File: src/logic/fdk_defs.vh
// Register map, field positions, reset values and codes of the flash download block
`ifndef FDK_DEFS_VH
`define FDK_DEFS_VH

// ----------------------------------------------------------------------
// Register indices (byte address on the plain port)
// ----------------------------------------------------------------------
`define FDK_ADDR_W          3
`define FDK_OFS_DL_CTRL     3'h0
`define FDK_OFS_PROG_SEL    3'h1
`define FDK_OFS_ERASE_SEL   3'h2
`define FDK_OFS_KEY         3'h3
`define FDK_OFS_ARRAY_SEL   3'h4
`define FDK_OFS_STATUS      3'h5

// ----------------------------------------------------------------------
// Field positions
// ----------------------------------------------------------------------
`define FDK_BIT_COPY_REQ    0
`define FDK_BIT_CHOOSE      0
`define FDK_BIT_ST_BUSY     0
`define FDK_BIT_ST_BOOT     1
`define FDK_BIT_ST_PE_EN    2
`define FDK_BIT_ST_REFUSED  3

// ----------------------------------------------------------------------
// Codes and reset values
// ----------------------------------------------------------------------
`define FDK_KEY_COPY        8'ha5
`define FDK_KEY_PROG_ERASE  8'h5a
`define FDK_ARRAY_BOOT      8'haa
`define FDK_ARRAY_USER_RST  8'h00
`define FDK_KEY_RST         8'h00
`define FDK_SEL_RST         8'h00

// ----------------------------------------------------------------------
// Download timing
// ----------------------------------------------------------------------
`define FDK_RAM_ADDR_W      8
`define FDK_DL_WORDS        8'h40

`endif

File: src/logic/fdk_top.v
// Flash download key, routine select and array select registers with download engine
//
// Strobed register access and the register offsets were left to the implementer.
`timescale 1ns/1ps
`include "fdk_defs.vh"


module fdk_top (
  input  wire                        clk,
  input  wire                        rst,
  input  wire [`FDK_ADDR_W-1:0]      addr,
  input  wire [7:0]                  wdata,
  input  wire                        wr,
  input  wire                        rd,
  output reg  [7:0]                  rdata,
  input  wire                        mode_user_boot,
  input  wire                        mode_user_prog,
  input  wire                        ram_emulation,
  input  wire                        exec_from_ram,
  output reg                         boot_array_sel,
  output reg                         prog_erase_enable,
  output reg                         software_protect,
  output reg                         dl_busy,
  output reg                         dl_erase,
  output reg                         dl_done,
  output reg                         ram_we,
  output reg  [`FDK_RAM_ADDR_W-1:0]  ram_addr
);

  // ----------------------------------------------------------------------
  // Pin synchronisers
  // ----------------------------------------------------------------------
  // Left unreset so the boot strap is already valid while reset is held
  reg [1:0] boot_sync;
  reg [1:0] prog_sync;
  reg [1:0] emu_sync;

  always @(posedge clk) begin
    boot_sync <= {boot_sync[0], mode_user_boot};
    prog_sync <= {prog_sync[0], mode_user_prog};
    emu_sync  <= {emu_sync[0], ram_emulation};
  end

  wire user_boot = boot_sync[1];
  wire user_prog = prog_sync[1];
  wire emu_on    = emu_sync[1];

  // ----------------------------------------------------------------------
  // Helpers
  // ----------------------------------------------------------------------
  function is_wr;
    input [`FDK_ADDR_W-1:0] a;
    input [`FDK_ADDR_W-1:0] ofs;
    begin
      is_wr = wr && (a == ofs);
    end
  endfunction

  function boot_mapped;
    input [7:0] sel;
    input       prog_mode;
    begin
      boot_mapped = (sel == `FDK_ARRAY_BOOT) && !prog_mode;
    end
  endfunction

  // ----------------------------------------------------------------------
  // Registers
  // ----------------------------------------------------------------------
  reg                        program_routine_choose;
  reg                        erase_routine_choose;
  reg [7:0]                  key_reg;
  reg [7:0]                  array_select_reg;
  reg                        copy_request;
  reg                        copy_refused;
  reg [`FDK_RAM_ADDR_W-1:0]  dl_count;

  wire wr_ctrl  = is_wr(addr, `FDK_OFS_DL_CTRL);
  wire wr_psel  = is_wr(addr, `FDK_OFS_PROG_SEL);
  wire wr_esel  = is_wr(addr, `FDK_OFS_ERASE_SEL);
  wire wr_key   = is_wr(addr, `FDK_OFS_KEY);
  wire wr_array = is_wr(addr, `FDK_OFS_ARRAY_SEL);
  wire wr_stat  = is_wr(addr, `FDK_OFS_STATUS);

  wire set_try  = wr_ctrl && wdata[`FDK_BIT_COPY_REQ] && !copy_request;
  // All three conditions must hold at the setting write
  wire set_ok   = set_try && !emu_on && (key_reg == `FDK_KEY_COPY) && exec_from_ram;
  wire last_wd  = copy_request && (dl_count == `FDK_DL_WORDS - 8'h01);

  always @(posedge clk) begin
    if (rst) begin
      program_routine_choose <= 1'b0;
      erase_routine_choose   <= 1'b0;
      key_reg                <= `FDK_KEY_RST;
      array_select_reg       <= user_boot ? `FDK_ARRAY_BOOT : `FDK_ARRAY_USER_RST;
      copy_request           <= 1'b0;
      copy_refused           <= 1'b0;
      dl_count               <= {`FDK_RAM_ADDR_W{1'b0}};
    end else begin
      // Routine choice frozen while a copy runs so the source cannot change mid-way
      if (last_wd) begin
        program_routine_choose <= 1'b0;
        erase_routine_choose   <= 1'b0;
      end else if (!copy_request) begin
        if (wr_psel)
          program_routine_choose <= wdata[`FDK_BIT_CHOOSE];
        if (wr_esel)
          erase_routine_choose <= wdata[`FDK_BIT_CHOOSE];
      end
      if (wr_key)
        key_reg <= wdata;
      // Placement in RAM is the caller's duty; hardware accepts any write
      if (wr_array)
        array_select_reg <= wdata;
      if (set_ok) begin
        copy_request <= 1'b1;
        dl_count     <= {`FDK_RAM_ADDR_W{1'b0}};
      end else if (last_wd) begin
        copy_request <= 1'b0;
      end else if (copy_request) begin
        dl_count <= dl_count + 8'h01;
      end
      // Refused attempt is sticky; a new refusal wins over a clear
      if (set_try && !set_ok)
        copy_refused <= 1'b1;
      else if (wr_stat && wdata[`FDK_BIT_ST_REFUSED])
        copy_refused <= 1'b0;
    end
  end

  // ----------------------------------------------------------------------
  // Registered outputs
  // ----------------------------------------------------------------------
  always @(posedge clk) begin
    if (rst) begin
      boot_array_sel    <= 1'b0;
      prog_erase_enable <= 1'b0;
      software_protect  <= 1'b1;
      dl_busy           <= 1'b0;
      dl_erase          <= 1'b0;
      dl_done           <= 1'b0;
      ram_we            <= 1'b0;
      ram_addr          <= {`FDK_RAM_ADDR_W{1'b0}};
    end else begin
      boot_array_sel    <= boot_mapped(array_select_reg, user_prog);
      prog_erase_enable <= (key_reg == `FDK_KEY_PROG_ERASE);
      software_protect  <= (key_reg != `FDK_KEY_PROG_ERASE);
      dl_busy           <= copy_request;
      dl_erase          <= erase_routine_choose && !program_routine_choose;
      dl_done           <= last_wd;
      // Nothing chosen means the copy runs but writes no RAM
      ram_we            <= copy_request && (program_routine_choose || erase_routine_choose);
      ram_addr          <= dl_count;
    end
  end

  // ----------------------------------------------------------------------
  // Read port
  // ----------------------------------------------------------------------
  always @(posedge clk) begin
    if (rst) begin
      rdata <= 8'h00;
    end else if (rd) begin
      if (addr == `FDK_OFS_DL_CTRL)
        rdata <= 8'h00;
      else if (addr == `FDK_OFS_PROG_SEL)
        rdata <= {7'h00, program_routine_choose};
      else if (addr == `FDK_OFS_ERASE_SEL)
        rdata <= {7'h00, erase_routine_choose};
      else if (addr == `FDK_OFS_KEY)
        rdata <= key_reg;
      else if (addr == `FDK_OFS_ARRAY_SEL)
        rdata <= array_select_reg;
      else if (addr == `FDK_OFS_STATUS)
        rdata <= {4'h0, copy_refused, (key_reg == `FDK_KEY_PROG_ERASE),
                  boot_mapped(array_select_reg, user_prog), copy_request};
      else
        rdata <= 8'h00;
    end else begin
      rdata <= 8'h00;
    end
  end

endmodule

File: config.mk
export PLATFORM = sky130hd
export DESIGN_NAME = fdk_top
export DESIGN_NICKNAME = d
export VERILOG_FILES = /design/src/logic/fdk_top.v
export VERILOG_INCLUDE_DIRS = /design/src /design/src/logic
export SDC_FILE = /design/constraint.sdc
export NUM_CORES = 1
export LEC_CHECK = 0
export BUFFER_PORTS_ARGS = -buffer_cell sky130_fd_sc_hd__buf_2
export CORE_MARGIN = 2
export CORE_UTILIZATION = 35
export CTS_CLUSTER_SIZE = 16
export DETAILED_ROUTE_END_ITERATION = 12
export SLEW_MARGIN = 20
export SYNTH_ARGS = -nofsm -noshare
export SYNTH_HDL_FRONTEND = slang
export SYNTH_SLANG_ARGS = --single-unit
File: constraint.sdc
create_clock -name clk -period 3.5 [get_ports clk]
set_input_delay 0.7 -clock clk [delete_from_list [all_inputs] [get_ports clk]]
set_output_delay 0.7 -clock clk [all_outputs]
set_load 0.02 [all_outputs]
==> summary.txt, run 1 <==
Status
  • Outcome: finished clean

Critical path
  • CP bufs+invs: 1
  • Crit path max-delay cell type: o21bai_1
  • Top delay family on crit path: compound AO/OA/AOI/OAI gates
  • Kind of critical path: input pin to register
  • Worst path required time: 3.46 ns
  • CP max stage delay: 0.54 ns
  • CP arrival: 1.92 ns
  • Crit path capture type: register
  • Worst-path maximum fanout: 10
  • Crit path launch type: input pin
  • Crit-path cells: buf_2, nor2b_1, nand2_1, o21bai_1

Power
  • PwrDens: 504 nW/um^2
  • Design Power: 0.00133 W
  • P_leak: 1.08 nW
  • Peak VDD IR: 0.194 mV

Global routing
  • Met1 GRT Util: 17.8%
  • Vias in the first global route: 1489
  • GRT Max-Usage Layer: met2
  • GR Util met3: 4.35%
  • Largest net degree at the start of global routing: 22
  • Met2 usage: 18.0%
  • Initial antenna violation count: 0
  • Global-route usage over all layers: 12.8%
  • Gr ovfl total: 0
  • Global-route wire length before repair: 7090 um

CTS
  • CTS tree: done
  • Post-CTS setup buffers: 0
  • Clock Latency Late Sink: 0.33 ns
  • Root buf cell: clkbuf_8
  • Worst-path clk slew: 0.06 ns
  • Cts bufs inserted: 9
  • H-tree depth: 3
  • CTS sink cnt: 57
  • Worst-case clock buffer depth: 2
  • Post-cts resize count: 0
  • CTS Hold Bufs: 0

Cells and area
  • Core Util, Final: 42.2%
  • Final nets: 282
  • Most common cell after layout, fill and taps aside: dfxtp_1
  • Non-Filler Instances: 344
  • Layout Area Growth over Synthesis: 18.7%
  • Area of the multi-input gates: 885 sq um
  • Most frequent cells in the layout: dfxtp_1, buf_2, nand2_1
  • Register Area: 1220 sq um
  • Fin area: 2630 sq um
  • ANT cells: 0
  • Layout cells sized above 1: 25.1%
  • Filler cell count: 614

Floorplanning
  • # IOs: 42
  • Total core area: 6240 sq um
  • Die W: 83.6 um
  • Die height: 83.6 um
  • Starting Density: 35.6%
  • Rows: 29
  • Die area: 6990 sq um

STA
  • Final TNS setup: 0 ns
  • Tightest Pin Transition: 0.651 ns
  • Layout Skew: 0.00448 ns
  • Final hold violations: 0
  • Worst slew margin: 56.5%
  • FMAX: 510 MHz
  • Minimum clock period: 1.96 ns
  • Tcrit/Tclk final: 56.1%
  • Final setup fails: 0
  • RSZ-0062 raised after global routing: no
  • Final max-slew violation count: 0

Synthesis
  • Post-synthesis net count: 240
  • Sequential area share after synthesis: 55.0%
  • Mapped Cells: 220
  • Mean Syn Cell Area: 10.1 sq um
  • Ys Warns: 0
  • Unique masters post-synth: 47
  • Synth Cell Area: 2220 sq um
  • Async S/R FF share, synth: 0%
  • Seq cells post-synth: 57
  • Post-synth EDFFs: 8
  • Prevailing post-synth register cell: dfxtp_1

Place
  • # port buffers: 41
  • Gp weighted congestion: 0.801
  • Dpl cell area: 2450 sq um
  • HPWL Detailed: 3050 um
  • Dpl cells: 328

Detailed routing
  • # DRC: 0
  • Final ANT Viol Nets: 0
  • Iteration-0 DRC Markers: 157
  • Via count: 1670
  • Routed WL: 4250 um
  • Wire length per cell: 12.4 um
  • First-pass DRT Iterations: 4
  • Number of vias per cell: 4.85

Min path
  • Worst hold path class: register to register

Job
  • Number of max-cap violations: 0
-- kinds of logic (layout without fill, tap and decap cells) --
kind of cell               count (synthesis)  in the layout  synth area share (%)
muxes                                      6              6                  2.87
AOI/OAI and AO/OA                         40             40                  11.8
adders and majority gates                  1              1                 0.564
buffers and inverters                     20             67                  5.13
xor gates and xnor gates                   4              4                  1.58
and+or+nand+nor                           92             92                  23.1
DFF                                       57             57                  55.0
-- power by group --
part | switching [W] | total [W] | internal, W
logic | 0.0000377 | 0.0000636 | 0.0000259
registers | 0.00000753 | 0.000688 | 0.000680
clock network | 0.000254 | 0.000575 | 0.000321
-- path summary, 6_finish.rpt --
kind,from,to,slack (ns),cells past startpoint
max,addr[2],array_select_reg[1],1.54,4
min,emu_sync[0],emu_sync[1],0.33,0
max reg2reg,dl_count[0],dl_count[5],2.02,5
min reg2reg,emu_sync[0],emu_sync[1],0.33,0
-- through the flow --
step / setup slack, ns / hold slack, ns
2_1_floorplan: 1.46 / 0.310
3_3_place_gp: 1.23 / 0.311
3_5_place_dp: 1.20 / 0.315
4_1_cts: 1.55 / 0.330
5_1_grt: 1.40 / 0.342
6_report: 1.54 / 0.329
-- Yosys cell counts (2+ instances only) --
library cell | instances | share of area, %
dfxtp_1 | 49 | 44
nand3_1 | 4 | 0.90
buf_4 | 2 | 0.68
nand4b_1 | 3 | 1.2
o21ai_0 | 5 | 1.1
and2_1 | 2 | 0.56
a22oi_1 | 5 | 1.7
inv_1 | 9 | 1.5
mux2i_1 | 3 | 1.4
nand2b_1 | 5 | 1.4
a21o_1 | 2 | 0.68
a211oi_1 | 2 | 0.68
clkbuf_1 | 3 | 0.51
xnor2_1 | 3 | 1.2
nor2b_1 | 12 | 3.4
nand2_1 | 26 | 4.4
edfxtp_1 | 8 | 11
nor3b_1 | 3 | 1.0
mux2_2 | 3 | 1.5
buf_6 | 4 | 2.0
a31oi_1 | 6 | 1.7
nand4_1 | 2 | 0.56
and3_1 | 2 | 0.56
a21oi_1 | 13 | 2.9
o21a_1 | 2 | 0.68
nor2_1 | 21 | 3.6
-- metal layers --
layer / wire length, um / share of wire [%]
met3: 232 / 5.5
met5: 0 / 0
met2: 1880 / 44
met4: 48 / 1.1
met1: 2090 / 49
-- cell type report --
cell class | instances | area share (%)
Tap cell | 77 | 3.66
Clock inverter | 7 | 2.33
Sequential cell | 57 | 46.4
Multi-Input combinational cell | 143 | 33.6
Inverter | 9 | 1.28
Clock buffer | 9 | 4.70
Timing Repair Buffer | 42 | 8.08
No activity file was read; power rests on OpenSTA's default activity.
==> run 2, diff against run 1 <==
Clock period 3.5 ns to 1.65 ns, I/O delays scaled along.
==> summary.txt, run 2 (synthesis results as in run 1) <==
Cells and area
  • Layout cells sized above 1: 27.9% (+2.8 points)
  • ANT cells: 0 (unchanged)
  • Area of the multi-input gates: 888 sq um (+0.42%)
  • Filler cell count: 616 (+0.33%)
  • Final nets: 291 (+3.2%)
  • Non-Filler Instances: 353 (+2.6%)
  • Register Area: 1220 sq um (unchanged)
  • Most common cell after layout, fill and taps aside: dfxtp_1
  • Layout Area Growth over Synthesis: 23.4%
  • Most frequent cells in the layout: dfxtp_1, buf_2, nand2_1

Min path
  • Sink of the worst hold path: boot_sync[0]
  • Hold depth: 1 (+1)
  • Worst hold path class: input pin to register
  • Worst hold start: mode_user_boot

Place
  • Dpl cells: 337 (+2.7%)
  • Gp weighted congestion: 0.798 (-0.34%)
  • # port buffers: 41 (unchanged)
  • HPWL Detailed: 3260 um (+6.8%)

Status
  • Outcome: finished clean

Critical path
  • Crit path capture type: register
  • Setup slack, reg-to-reg: 0.18 ns (-1.84 ns)
  • Worst r2r dst: dl_count[5]
  • Crit path max-delay cell type: dfxtp_1
  • WP depth: 5 (+1)
  • CP bufs+invs: 0 (-1)
  • Reg2reg path depth: 5 (unchanged)
  • Worst-path maximum fanout: 5 (-5)
  • Crit-path cells: ha_1, and2_1, a311oi_1, xnor2_1, nor2_1
  • Crit path launch type: register
  • Worst path required time: 1.87 ns (-1.59 ns)
  • CP arrival: 1.69 ns (-0.23 ns)
  • CP max stage delay: 0.35 ns (-0.19 ns)
  • Worst r2r src: dl_count[0]
  • Top delay family on crit path: flip-flops
  • Kind of critical path: register to register

Floorplanning
  • Rows: 29 (unchanged)
  • # IOs: 42 (unchanged)
  • Total core area: 6240 sq um (unchanged)
  • Die W: 83.6 um (unchanged)
  • Die height: 83.6 um (unchanged)
  • Die area: 6990 sq um (unchanged)
  • Starting Density: 35.6% (unchanged)

CTS
  • CTS sink cnt: 57 (unchanged)
  • CTS tree: done
  • Root buf cell: clkbuf_8
  • H-tree depth: 3 (unchanged)
  • CTS Hold Bufs: 0 (unchanged)
  • Cts bufs inserted: 9 (unchanged)
  • Clock Latency Late Sink: 0.34 ns (about the same)
  • Worst-path clk slew: 0.06 ns (about the same)
  • Post-cts resize count: 0 (unchanged)
  • Post-CTS setup buffers: 0 (unchanged)
  • Worst-case clock buffer depth: 2 (unchanged)

Detailed routing
  • Final ANT Viol Nets: 0 (unchanged)
  • Number of vias per cell: 4.80 (-1.1%)
  • First-pass DRT Iterations: 4 (unchanged)
  • # DRC: 0 (unchanged)
  • Wire length per cell: 12.8 um (+3.6%)
  • Iteration-0 DRC Markers: 65 (-59%)
  • Via count: 1695 (+1.5%)
  • Routed WL: 4520 um (+6.3%)

STA
  • Final setup fails: 0 (unchanged)
  • RSZ-0062 raised after global routing: no
  • Final TNS setup: 0 ns (unchanged)
  • FMAX: 681 MHz
  • Worst slew margin: 72.9% (+16 points)
  • Tcrit/Tclk final: 89.1%
  • Final hold violations: 0 (unchanged)
  • Hold Slack: 0.0877 ns (-0.241 ns)
  • Layout Skew: 0.00781 ns (+0.00333 ns)
  • Final max-slew violation count: 0 (unchanged)
  • Tightest Pin Transition: 0.403 ns (-0.248 ns)
  • Minimum clock period: 1.47 ns

Global routing
  • Initial antenna violation count: 0 (unchanged)
  • Global-route wire length before repair: 7550 um (+6.4%)
  • Largest net degree at the start of global routing: 15 (-32%)
  • Vias in the first global route: 1556 (+4.5%)
  • Gr ovfl total: 0 (unchanged)
  • Global-route usage over all layers: 14.0% (+1.2 points)

Job
  • Number of max-cap violations: 0 (unchanged)

Power
  • Combinational share of power: 4.9% (about the same)
  • Design Power: 0.00304 W (+130%)
  • Switching share of power: 21.5% (-1.1 points)
  • P_leak: 1.15 nW (+5.8%)
  • Peak VDD IR: 0.437 mV (+130%)
  • Clock network fraction of total power: 47.2% (+3.9 points)
  • Sequential power share: 48.0% (-3.9 points)
  • Switch Pwr: 0.000654 W (+120%)
  • PwrDens: 1110 nW/um^2 (+120%)
  • Cell internal pwr: 0.00239 W (+130%)
==> run 2: worst max-delay path by stage <==
stage                                endpoint  slack (ns)   startpoint
after global routing              dl_count[0]        0.08   key_reg[5]
after CTS                         dl_count[5]        0.17  dl_count[0]
after global placement    array_select_reg[6]        0.16      addr[2]
final                             dl_count[5]        0.18  dl_count[0]
after floorplan           array_select_reg[0]        0.16      addr[1]
after detailed placement  array_select_reg[6]        0.13      addr[2]
==> run 2: layout make-up <==
cell class	instances	share of cell area (%)
inverters	9	1.23
well taps	77	3.52
clock inverters	6	2.97
multi-input cells	143	32.4
flip-flops and latches	57	44.6
repair buffers	51	10.2
clock buffers	10	5.03
==> run 2: power groups by stage <==
| stage | clock network, W | logic [W] | registers (W) |
|---|---|---|---|
| floorplan | 0 | 0.0000917 | 0.00149 |
| global placement | 0 | 0.000148 | 0.00149 |
| detailed placement | 0 | 0.000147 | 0.00149 |
| CTS | 0.00146 | 0.000148 | 0.00146 |
| global route | 0.00152 | 0.000165 | 0.00146 |
| finish | 0.00143 | 0.000147 | 0.00146 |
==> run 2: through the flow <==
stage	setup slack, ns	util [%]	instance area, sq um
final	0.181	43.9	2740
after global routing	0.0803	43.9	2740
after CTS	0.175	43.9	2740
after detailed placement	0.135	40.4	2520
after global placement	0.162	40.4	2520
after floorplan	0.159	-	2220
==> run 2: metal layers <==
metal / track usage [%] / vias to the layer above / share of wire (%) / wire, um
met2: 19.6 / 47 / 45 / 2050
met4: 7.92 / 0 / 1.2 / 53
li1: - / 862 / - / -
met3: 5.24 / 6 / 6.0 / 272
met1: 18.4 / 780 / 47 / 2140
met5: 0 / - / 0 / 0
==> run 3, diff against run 2 <==
Settings changed: REMOVE_ABC_BUFFERS set to 1, SKIP_LAST_GASP set to 1.
Clock period 1.65 ns to 1.2 ns, I/O delays scaled along.
==> summary.txt, run 3 (synthesis results as in run 1) <==
Power
  • Switching share of power: 22.7% (+1.2 points)
  • Peak VDD IR: 0.620 mV (+42%)
  • Clock network fraction of total power: 41.9% (-5.3 points)
  • P_leak: 1.33 nW (+16%)
  • PwrDens: 1260 nW/um^2 (+14%)
  • Sequential power share: 51.3% (+3.3 points)
  • Switch Pwr: 0.000891 W (+36%)
  • Combinational share of power: 6.9% (+2.0 points)
  • Cell internal pwr: 0.00303 W (+27%)
  • Design Power: 0.00392 W (+29%)

STA
  • FMAX: 772 MHz (+14%)
  • Final hold violations: 0 (unchanged)
  • RSZ-0062 raised after global routing: yes
  • Layout Skew: 0.00766 ns (-0.000152 ns)
  • Tcrit/Tclk final: 108% (+19 points)
  • Final setup fails: 13 (+13)
  • Tightest Pin Transition: 0.482 ns (+0.0796 ns)
  • Minimum clock period: 1.29 ns (-0.175 ns)
  • Worst slew margin: 67.8% (-5.1 points)
  • Final TNS setup: -0.879 ns (-0.879 ns)
  • Final max-slew violation count: 0 (unchanged)
  • Post-route setup slack: -0.0946 ns (-0.275 ns)

Floorplanning
  • # IOs: 42 (unchanged)
  • Total core area: 6240 sq um (unchanged)
  • Starting Density: 35.6% (unchanged)
  • Rows: 29 (unchanged)
  • Die W: 83.6 um (unchanged)
  • Die height: 83.6 um (unchanged)
  • Die area: 6990 sq um (unchanged)

Cells and area
  • Layout Area Growth over Synthesis: 39.6%
  • ANT cells: 0 (unchanged)
  • Final nets: 327 (+12%)
  • Layout cells sized above 1: 41.3% (+13 points)
  • Most frequent cells in the layout: dfxtp_1, buf_2, buf_4
  • Most common cell after layout, fill and taps aside: dfxtp_1

Global routing
  • Largest net degree at the start of global routing: 12 (-3)
  • Global-route usage over all layers: 15.1% (+1.1 points)
  • Vias in the first global route: 1737 (+12%)
  • Initial antenna violation count: 0 (unchanged)
  • Global-route wire length before repair: 8140 um (+7.9%)
  • Gr ovfl total: 0 (unchanged)

Job
  • Number of max-cap violations: 0 (unchanged)

Place
  • Post-place setup slack: -0.238 ns (-0.373 ns)
  • # port buffers: 41 (unchanged)
  • Gp weighted congestion: 0.826 (+3.5%)
  • HPWL Detailed: 3570 um (+9.4%)

Critical path
  • CP max stage delay: 0.33 ns (-0.02 ns)
  • Crit-path cells: nor4b_4, nand4b_1, buf_4, o21a_1, nor2_1
  • CP Launch Point: key_reg[6]
  • Setup slack, reg-to-reg: -0.09 ns (-0.28 ns)
  • Crit path capture type: register
  • Top delay family on crit path: simple AND/OR/NAND/NOR gates
  • Crit path max-delay cell type: dfxtp_2
  • Worst path required time: 1.47 ns (-0.40 ns)
  • CP arrival: 1.57 ns (-0.12 ns)
  • Worst-path maximum fanout: 2 (-3)
  • Kind of critical path: register to register
  • CP bufs+invs: 1 (+1)
  • Crit path launch type: register
  • Worst r2r src: key_reg[6]

CTS
  • H-tree depth: 3 (unchanged)
  • Clock Latency Late Sink: 0.34 ns (about the same)
  • Cts bufs inserted: 9 (unchanged)
  • Root buf cell: clkbuf_8
  • CTS tree: done
  • Worst-case clock buffer depth: 2 (unchanged)
  • CTS sink cnt: 57 (unchanged)
  • Worst-path clk slew: 0.07 ns (about the same)

Detailed routing
  • First-pass DRT Iterations: 4 (unchanged)
  • # DRC: 0 (unchanged)
  • Wire length per cell: 12.6 um (-1.6%)
  • Routed WL: 4900 um (+8.4%)
  • Final ANT Viol Nets: 0 (unchanged)
  • Via count: 1797 (+6.0%)
  • Number of vias per cell: 4.62 (-3.8%)
  • Iteration-0 DRC Markers: 62 (-4.6%)

Status
  • Outcome: complete, but fails checks
  • Failing checks: setup timing

Min path
  • Worst hold path class: input pin to register
  • Worst hold start: wdata[6]
-- run 3: changes by cell type in the layout (fill, tap and decap cells not counted), sizes merged --
| cell | change |
|---|---|
| dlygate4sd3 | +3 |
| buf | +33 |
| clkbuf | +3 |
| clkinvlp | -1 |
| bufinv | -2 |
-- run 3: cell type report --
cell class	instances	area (sq um)
Sequential cell	57	1230
Inverter	9	33.8
Clock inverter	3	13.8
Fill cell	610	3140
Multi-Input combinational cell	143	968
Clock buffer	13	169
Timing Repair Buffer	87	587
Tap cell	77	96.3
-- run 3: path summary, 6_finish.rpt --
| kind | to | cells after the start |
|---|---|---|
| min reg2reg | prog_sync[1] | 0 |
| max reg2reg | copy_request | 5 |
| max | copy_request | 5 |
| min | key_reg[6] | 3 |
-- run 3: through the flow --
stage                     util [%]  cell area (sq um)  hold WS (ns)  std cells
after global placement        44.3               2770         0.310        367
after detailed placement      44.3               2770         0.312        367
after floorplan                  -               2140         0.268        209
final                         49.6               3100         0.137        389
after global routing          49.6               3100         0.148        389
after CTS                     49.2               3070         0.121        387
-- run 3: worst reg2reg max path: cells and delay by family, from the launching register on --
kind,cells,cell delay (ns)
AO/OA/AOI/OAI,1,0.16
buffers and inverters,1,0.19
flip-flops,1,0.33
AND/OR/NAND/NOR,3,0.55
-- run 3: power groups by stage --
stage,combinational (W),clock (W),sequential (W)
3_3_place_gp,0.000253,0,0.00205
2_1_floorplan,0.0000904,0,0.00205
5_1_grt,0.000296,0.00176,0.00201
4_1_cts,0.000269,0.00169,0.00201
3_5_place_dp,0.000254,0,0.00205
6_report,0.000270,0.00164,0.00201
-- run 3: timing repair --
action | CTS | global route
hold buffers | 3 | 0
setup endpoints to repair | 17 | 18
setup buffers | 2 | 2
endpoints found under the hold margin | 3 | 0
gates resized for setup | 20 | 5
pin swaps | 19 | 12
-- run 3: metal layers --
metal	vias up	track usage, %	part of all wire, %
met5	-	0	0
met4	0	9.68	2.9
met3	12	3.56	4.0
met2	39	22.3	44
met1	817	19.7	49
li1	929	-	-
